===== src/verilog/burst_supply_pkg.sv =====
// Constants, field layouts and carrier types for the burst I/O fault
// monitor and driver supply control block.
// Assumes a 200 MHz clock and a simple byte-wide register port.
//
// How it works
// - Modes 0 and 1: fault if input b idles past the deglitch time.
// - Mode 2: fault if both inputs idle too long, unless both high.
// - Deglitch code 0..6 picks 64..4 us; code 7 turns the check off.
// - Two-bit I/O mode field at bits 1:0, reset to mode 0.
// - Auto-off set and trigger clear: charging stops after each burst.
// - Float bit, reset 1, turns off supply current and regulation.
// - Bit 4 picks 10 mA or 20 mA pull-up current.
// - Low nibble sets regulated supply as value plus five volts.
// - Supply register at 0x16, reset 0x20, bit 7 reads zero.
// - Trigger bit gates charging under auto-off; ignored while floating.
// - Command trigger starts bursts only in I/O mode 0.
package burst_supply_pkg;

  // ****************************************************************
  // Register map
  // ****************************************************************
  localparam logic [7:0] burst_io_addr        = 8'h14;
  localparam logic [7:0] drive_supply_addr    = 8'h16;
  localparam logic [7:0] burst_cmd_addr       = 8'h1b;
  localparam logic [7:0] status_addr          = 8'h1c;
  localparam logic [7:0] burst_io_reset       = 8'h00;
  localparam logic [7:0] drive_supply_reset   = 8'h20;
  localparam logic [7:0] burst_cmd_reset      = 8'h00;
  localparam logic [7:0] drive_supply_wmask   = 8'h7f;
  localparam logic [7:0] burst_io_wmask       = 8'hff;
  localparam logic [7:0] burst_cmd_wmask      = 8'h03;
  localparam int         status_fault_bit     = 0;

  // ****************************************************************
  // Field codes
  // ****************************************************************
  localparam logic [2:0] deglitch_off_code    = 3'h7;
  localparam int         volt_offset_v        = 5;

  // ****************************************************************
  // Timing
  // ****************************************************************
  localparam int clk_mhz                      = 200;
  localparam int deglitch_64_us               = 64;
  localparam int deglitch_48_us               = 48;
  localparam int deglitch_32_us               = 32;
  localparam int deglitch_24_us               = 24;
  localparam int deglitch_16_us               = 16;
  localparam int deglitch_8_us                = 8;
  localparam int deglitch_4_us                = 4;
  localparam int cnt_w                        = 14;

  typedef enum logic [1:0] {
    io_mode_0 = 2'b00,
    io_mode_1 = 2'b01,
    io_mode_2 = 2'b10,
    io_mode_3 = 2'b11
  } io_mode_t;

  typedef struct packed {
    logic       reserved;
    logic [1:0] reserved_b;
    logic [2:0] pulse_fault_deglitch_sel;
    io_mode_t   io_mode;
  } burst_io_t;

  typedef struct packed {
    logic       reserved;
    logic       auto_charge_off_listen;
    logic       drive_supply_float;
    logic       drive_supply_pullup_sel;
    logic [3:0] drive_supply_volt_sel;
  } drive_supply_t;

  typedef struct packed {
    logic       current_enable;
    logic       current_20ma;
    logic       regulation_on;
    logic [4:0] volts;
  } supply_ctrl_t;

endpackage : burst_supply_pkg


===== src/verilog/burst_io_fault_and_supply_ctrl.sv =====
// Register bank, burst pulse fault monitor and driver supply control.
// Assumes the register port is synchronous to clk, inputs synchronous.
`timescale 1ns/1ps
`default_nettype none

module burst_io_fault_and_supply_ctrl (
  // Clock and reset
  input  wire logic                            clk,
  input  wire logic                            rst_b,
  // Register port
  input  wire logic                            reg_wr,
  input  wire logic                            reg_rd,
  input  wire logic [7:0]                      reg_addr,
  input  wire logic [7:0]                      reg_wdata,
  output var  logic [7:0]                      reg_rdata,
  // Burst inputs
  input  wire logic                            burst_input_a,
  input  wire logic                            burst_input_b,
  // Status and supply control
  output var  logic                            burst_active,
  output var  logic                            drive_pulse_fault_flag,
  output var  burst_supply_pkg::supply_ctrl_t  supply_ctrl
);

  // ****************************************************************
  // Timeout table
  // ****************************************************************
  function automatic logic [13:0] timeout_cycles(input logic [2:0] sel);
    int us;
    us = burst_supply_pkg::deglitch_64_us;
    unique case (sel)
      3'h0: us = burst_supply_pkg::deglitch_64_us;
      3'h1: us = burst_supply_pkg::deglitch_48_us;
      3'h2: us = burst_supply_pkg::deglitch_32_us;
      3'h3: us = burst_supply_pkg::deglitch_24_us;
      3'h4: us = burst_supply_pkg::deglitch_16_us;
      3'h5: us = burst_supply_pkg::deglitch_8_us;
      3'h6: us = burst_supply_pkg::deglitch_4_us;
      3'h7: us = burst_supply_pkg::deglitch_4_us;
    endcase
    return 14'(us * burst_supply_pkg::clk_mhz);
  endfunction : timeout_cycles

  // ****************************************************************
  // Registers
  // ****************************************************************
  burst_supply_pkg::burst_io_t     burst_io_reg;
  burst_supply_pkg::drive_supply_t drive_supply_reg;
  logic                            cmd_trigger_reg;
  logic                            charge_trigger_reg;
  logic                            fault_reg;
  logic [13:0]                     cnt_reg;
  logic                            a_q_reg;
  logic                            b_q_reg;
  logic                            burst_reg;
  logic                            charge_off_reg;

  wire wr_io     = reg_wr && reg_addr == burst_supply_pkg::burst_io_addr;
  wire wr_supply = reg_wr && reg_addr == burst_supply_pkg::drive_supply_addr;
  wire wr_cmd    = reg_wr && reg_addr == burst_supply_pkg::burst_cmd_addr;
  wire wr_stat   = reg_wr && reg_addr == burst_supply_pkg::status_addr;
  wire clr_fault = wr_stat &&
                   reg_wdata[burst_supply_pkg::status_fault_bit];

  wire [7:0] supply_wr_val = reg_wdata &
                             burst_supply_pkg::drive_supply_wmask;

  always_ff @(posedge clk) begin
    if (!rst_b) begin
      burst_io_reg       <= burst_supply_pkg::burst_io_reset;
      drive_supply_reg   <= burst_supply_pkg::drive_supply_reset;
      cmd_trigger_reg    <= burst_supply_pkg::burst_cmd_reset[0];
      charge_trigger_reg <= burst_supply_pkg::burst_cmd_reset[1];
    end else begin
      if (wr_io)
        burst_io_reg <= reg_wdata & burst_supply_pkg::burst_io_wmask;
      if (wr_supply)
        drive_supply_reg <= supply_wr_val;
      if (wr_cmd) begin
        cmd_trigger_reg    <= reg_wdata[0];
        charge_trigger_reg <= reg_wdata[1];
      end
    end
  end

  // ****************************************************************
  // Burst detection
  // ****************************************************************
  burst_supply_pkg::io_mode_t mode;
  assign mode = burst_io_reg.io_mode;

  wire edge_a = burst_input_a ^ a_q_reg;
  wire edge_b = burst_input_b ^ b_q_reg;
  wire mode_cmd = mode == burst_supply_pkg::io_mode_0;
  wire mode_2   = mode == burst_supply_pkg::io_mode_2;
  wire mode_01  = mode == burst_supply_pkg::io_mode_0 ||
                  mode == burst_supply_pkg::io_mode_1;

  // Mode 0 follows the command bit; other modes start on pin activity
  wire burst_next = mode_cmd ? cmd_trigger_reg
                  : (mode_2 ? (burst_input_a | burst_input_b)
                            : burst_input_a);
  wire burst_end  = burst_reg && !burst_next;

  // ****************************************************************
  // Pulse fault monitor
  // ****************************************************************
  wire check_on  = burst_io_reg.pulse_fault_deglitch_sel !=
                   burst_supply_pkg::deglitch_off_code;
  wire both_high = burst_input_a && burst_input_b;
  wire qual_edge = mode_2 ? (edge_a || edge_b) : edge_b;
  wire watching  = burst_reg && check_on && (mode_01 || mode_2) &&
                   !(mode_2 && both_high);
  wire [13:0] limit = timeout_cycles(burst_io_reg.pulse_fault_deglitch_sel);
  wire timeout   = watching && cnt_reg >= limit;

  wire [13:0] cnt_next = (!watching || qual_edge) ? 14'h0000
                       : (timeout ? cnt_reg : cnt_reg + 14'h0001);

  always_ff @(posedge clk) begin
    if (!rst_b) begin
      a_q_reg   <= 1'b0;
      b_q_reg   <= 1'b0;
      burst_reg <= 1'b0;
      cnt_reg   <= 14'h0000;
      fault_reg <= 1'b0;
    end else begin
      a_q_reg   <= burst_input_a;
      b_q_reg   <= burst_input_b;
      burst_reg <= burst_next;
      cnt_reg   <= cnt_next;
      // Set beats a clear in the same cycle
      fault_reg <= timeout | (fault_reg & ~clr_fault);
    end
  end

  // ****************************************************************
  // Driver supply control
  // ****************************************************************
  wire auto_off = drive_supply_reg.auto_charge_off_listen;
  wire floating = drive_supply_reg.drive_supply_float;

  // Charging latched off at each burst end when auto-off and no trigger
  wire charge_off_next = !auto_off || charge_trigger_reg || burst_next
                         ? 1'b0
                         : (burst_end ? 1'b1 : charge_off_reg);

  burst_supply_pkg::supply_ctrl_t supply_next;
  assign supply_next.current_enable = !floating &&
                                      !charge_off_next;
  assign supply_next.current_20ma   = drive_supply_reg.drive_supply_pullup_sel;
  assign supply_next.regulation_on  = !floating;
  assign supply_next.volts = 5'(drive_supply_reg.drive_supply_volt_sel) +
                             5'(burst_supply_pkg::volt_offset_v);

  // ****************************************************************
  // Read mux
  // ****************************************************************
  logic [7:0] rdata_next;
  always_comb begin
    rdata_next = 8'h00;
    unique case (reg_addr)
      burst_supply_pkg::burst_io_addr:     rdata_next = burst_io_reg;
      burst_supply_pkg::drive_supply_addr: rdata_next = drive_supply_reg;
      burst_supply_pkg::burst_cmd_addr:
        rdata_next = {6'h00, charge_trigger_reg, cmd_trigger_reg};
      burst_supply_pkg::status_addr:       rdata_next = {7'h00, fault_reg};
      default:                             rdata_next = 8'h00;
    endcase
  end

  always_ff @(posedge clk) begin
    if (!rst_b) begin
      charge_off_reg         <= 1'b0;
      supply_ctrl            <= '0;
      reg_rdata              <= 8'h00;
      burst_active           <= 1'b0;
      drive_pulse_fault_flag <= 1'b0;
    end else begin
      charge_off_reg         <= charge_off_next;
      supply_ctrl            <= supply_next;
      reg_rdata              <= reg_rd ? rdata_next : reg_rdata;
      burst_active           <= burst_next;
      drive_pulse_fault_flag <= timeout | (fault_reg & ~clr_fault);
    end
  end

endmodule : burst_io_fault_and_supply_ctrl

`default_nettype wire


===== config.mk =====
export PLATFORM = sky130hd
export DESIGN_NAME = burst_io_fault_and_supply_ctrl
export DESIGN_NICKNAME = d
export VERILOG_FILES = /design/src/verilog/burst_supply_pkg.sv /design/src/verilog/burst_io_fault_and_supply_ctrl.sv
export SDC_FILE = /design/constraint.sdc
export NUM_CORES = 1
export LEC_CHECK = 0
export BUFFER_PORTS_ARGS = -buffer_cell sky130_fd_sc_hd__buf_2
export CORE_MARGIN = 2
export CORE_UTILIZATION = 45
export DETAILED_ROUTE_END_ITERATION = 8
export RECOVER_POWER = 25
export REMOVE_ABC_BUFFERS = 1
export SYNTH_ARGS = -nofsm -noshare
export SYNTH_HDL_FRONTEND = slang
export SYNTH_SLANG_ARGS = --single-unit
export TNS_END_PERCENT = 100

===== constraint.sdc =====
create_clock -name clk -period 4.37 [get_ports clk]
set_input_delay 0.437 -clock clk [delete_from_list [all_inputs] [get_ports clk]]
set_output_delay 0.437 -clock clk [all_outputs]
set_load 0.03 [all_outputs]

# Word level (Yosys, flattened, before mapping)
# Memory sizes are Yosys's and may differ from the RTL's. A register that Yosys moved wholly into a read port is not among the register bits.
# Index checks and enable logic that the tools add are counted.
# op_classes
n_lt_le_gt_ge	1
addsub	2
shift	0
n_mul	1
div_mod_pow	0
reduce_logical	27
bitwise	7
mux	8
n_eq_ne	7
# ops
op	count
equality test 8 x 5 -> 1 bit (second input constant)	4
multiplier 32 x 6 -> 11 bit (second input constant)	1
case mux 8 bit (4 select lines)	1
adder 14 x 1 -> 14 bit (second input constant)	1
greater-or-equal comparator 14 bit	1
logical AND 1 bit	13
zero test 1 bit	6
logical OR 1 bit	6
two-way mux 3 bit	2
adder 4 x 3 -> 5 bit (second input constant)	1
two-way mux 1 bit	5
inequality test 3 bit (second input constant)	1
equality test 2 x 1 -> 1 bit (second input constant)	1
equality test 2 bit (second input constant)	1
zero test 2 bit	1
inverter 1 bit	2
OR 1 bit	2
OR reduction 2 bit	1
bitwise XOR 1 bit	2
bitwise AND 1 bit	1
# word_totals
wordCells	75
reg_bits	52
ram_bits	0
mem_count	1
rom_bits	40
latch_bits	0
# mem_list
memory	words	width	read_ports	rd_clocked_by_memory_dff	write_ports	line	rtl
(name not given)	8	5	1	1	0	burst_io_fault_and_supply_ctrl.sv:31	unique case (sel)

# Longest topological paths before layout
# depth
ltp_word	9
mapped_depth	14

# Worst setup path before layout
# Ideal clock, no wire load.
# synth_timing
path_type	reg2reg
start	reg, netlist name limit[7]
end	reg cnt_reg[11]
path_stages_with_launch	14
path_buffers	0
required_ns	4.251
arrival_time_ns	3.179
period_less_slack_ns	3.297
setup_slack_ns	1.073
cell_sequence	dfxtp_1 ha_1 ha_1 ha_1 ha_1 a21o_1 a21oi_1 xnor2_1 ha_1 a21oi_1 o21ai_2 a221oi_4 nand3_1 mux2i_1
# synth_lines
element	line	rtl
end signal: assignment	burst_io_fault_and_supply_ctrl.sv:131	cnt_reg <= cnt_next;
end: declaration	burst_io_fault_and_supply_ctrl.sv:52	logic [13:0] cnt_reg;

==> flow_metrics.py <==
metrics = {
    "die": {
        "fp-row-count": 30,
        "die_w_microns": 87.1,
        "die_area_sq_um": 7590,
        "fp.dieH_microns": 87.1,
        "start_util": 0.460,
        "io_pins": 40,
        "core-area_sq_um": 6760,
    },
    "clock_network": {
        "cts_tree": "built",
        "cts_buffers": 9,
        "cts_root_buffer": "clkbuf_8",
        "cts_resized": 0,
        "clk_pin_slew_ns": 0.07,
        "insertion_delay_ns": 0.34,
        "cts_htree_levels": 3,
        "cts_hold_buf": 0,
        "cts_sinks": 57,
        "post-cts-setup-buffers": 0,
        "cts_max_path_buffers": 2,
    },
    "layout": {
        "layout_common_cells": "dfxtp_1 (57), nor2_1 (46), buf_2 (32), ha_1 (31)",
        "drive_gt1_frac": 0.145,
        "fin_nets": 441,
        "utilization": 0.532,
        "antenna_cells": 0,
        "fillers": 651,
        "final_common_cell": "dfxtp_1",
        "area_growth_pct": 15.6,
        "largest_reg_flops": 14,
        "multi_input_area_sq_um": 1830,
        "regArea_sq_um": 1140,
    },
    "logic_synthesis": {
        "synth_area_leaders": "dfxtp_1 (37%), ha_1 (12%), mux2i_1 (8.1%), nor2_1 (5.6%), a21oi_1 (3.5%)",
        "synthFlopType": "dfxtp_1",
        "syn-instance-count": 344,
        "yosys_warnings": 0,
        "syn_area_per_cell_sq_um": 9.03,
        "synth.ff_latch_count": 57,
        "synth_top_cell_by_area": "dfxtp_1",
        "synth.distinct_cells": 50,
        "synth_top_area_share": 0.367,
        "synth-edff-count": 0,
        "synth_seq_area_share": 0.367,
        "syn_area_sq_um": 3110,
        "async_reset_ff_frac": 0,
    },
    "critical_path": {
        "end_kind": "flop",
        "arrival_ns": 3.77,
        "crit_path_max_fanout": 10,
        "critPathLaunchType": "flop",
        "crit_type": "reg -> reg",
        "regToRegSetupSlack_ns": 0.82,
        "crit_required_ns": 4.60,
    },
    "power": {
        "powerDensity_nw_per_um2": 314,
        "leakage_nw": 1.54,
        "ir_drop_uv": 212,
        "design_power_total_mw": 1.13,
    },
    "sta": {
        "finalHoldViolations": 0,
        "rsz0062_at_grt": "no",
        "relSlewSlack": 0.185,
        "report.final.slew_viol_count": 0,
        "post-route-min-period_ns": 3.55,
        "tns_ns": 0,
        "fin_skew_ns": 0.00349,
        "setup_viol": 0,
        "fmax_mhz": 282,
        "tightest_slew_ns": 1.22,
        "finalCritPeriodShare": 0.812,
    },
    "grt": {
        "antenna_found_initial": 0,
        "overflow": 0,
        "grt_pass1_vias": 2489,
        "grt_use_total": 0.201,
        "grt_pass1_wl_microns": 11800,
        "grt_max_degree": 29,
    },
    "drt": {
        "via_count": 2509,
        "wirelength_microns": 6680,
        "drtIter0Drc": 91,
        "ant_nets": 0,
        "vias_per_cell": 5.32,
        "drc": 0,
        "wl_per_cell_microns": 14.2,
        "drtPass1Iterations": 4,
    },
    "placed_design": {
        "numPortBuffers": 39,
        "dp_hpwl_microns": 4970,
        "gp_congestion": 0.801,
    },
    "status": {
        "run_status": "complete, no violations",
    },
    "worst_hold_path": {
        "min_path_type": "in -> reg",
    },
    "job": {
        "cap_violations": 0,
    },
}
final cells by class:
cell class	count	area share
Clock buffer	10	0.0383
Tap cell	80	0.0279
Timing Repair Buffer	41	0.0550
Sequential cell	57	0.318
Inverter	26	0.0272
Multi-Input combinational cell	252	0.509
Clock inverter	6	0.0254
synthesized netlist by cell type, types with 3 or more instances:
| cell | number |
|---|---|
| o21a_1 | 5 |
| nor2b_1 | 5 |
| nor3_1 | 13 |
| clkbuf_1 | 5 |
| xor2_1 | 4 |
| buf_2 | 3 |
| xnor2_1 | 7 |
| inv_1 | 25 |
| nor2_1 | 46 |
| a211oi_1 | 3 |
| o21ai_0 | 4 |
| or3_1 | 5 |
| nand3_1 | 15 |
| mux2i_1 | 25 |
| dfxtp_1 | 57 |
| and2_1 | 6 |
| a21oi_1 | 22 |
| ha_1 | 31 |
| a21o_1 | 3 |
| nand2_1 | 16 |
| o211a_1 | 3 |
| nand4_1 | 3 |
per-stage QoR:
step	instances	cell area, sq um	hold slack [ns]	setup WS, ns
finish	472	3590	0.324	0.823
global route	472	3590	0.322	0.632
CTS	472	3610	0.308	0.824
detailed placement	456	3380	0.463	0.843
global placement	456	3380	0.466	0.943
floorplan	335	3070	0.425	1.07
power breakdown:
group          internal, mW  switching [mW]
logic                0.0158          0.0276
registers             0.522        0.000893
clock network         0.337           0.224
total                 0.874           0.253
worst paths after layout:
| path | start | depth (start not counted) | endpoint |
|---|---|---|---|
| max reg2reg | limit[7]$_DFF_P_ | 13 | cnt_reg[11]$_SDFFE_PP0N_ |
| min reg2reg | floating$_SDFFE_PN1P_ | 1 | supply_ctrl[5]$_SDFF_PN0_ |
| max | limit[7]$_DFF_P_ | 13 | cnt_reg[11]$_SDFFE_PP0N_ |
| min | reg_wdata[5] | 3 | floating$_SDFFE_PN1P_ |
worst max-delay path, cell delays in order (launching register included):
cell,delay [ns]
dfxtp_1,0.33
ha_1,0.30
ha_1,0.29
ha_1,0.31
ha_1,0.29
a21o_1,0.17
a21oi_1,0.16
xnor2_1,0.14
ha_1,0.28
a21oi_1,0.23
o21ai_2,0.20
a221oi_4,0.44
nand3_1,0.14
mux2i_1,0.14
per-layer routing:
metal  routed length (microns)  part of all wire  global-route usage
met1                      3140              0.47               0.251
met2                      3220              0.48               0.331
met3                       241             0.036              0.0540
met4                        82             0.012              0.0727
met5                         0                 0                   0
logic make-up (layout without fill, tap and decap cells):
| logic type | count (synthesis) | after routing | synth area share |
|---|---|---|---|
| buf+inv | 35 | 83 | 0.0447 |
| simple gates | 120 | 120 | 0.192 |
| xor+xnor | 11 | 11 | 0.0310 |
| compound gates | 61 | 61 | 0.141 |
| mux | 28 | 28 | 0.0926 |
| fa+ha+maj | 32 | 32 | 0.131 |
| flops | 57 | 57 | 0.367 |
Note: power is estimated with default switching activity, not from simulation.
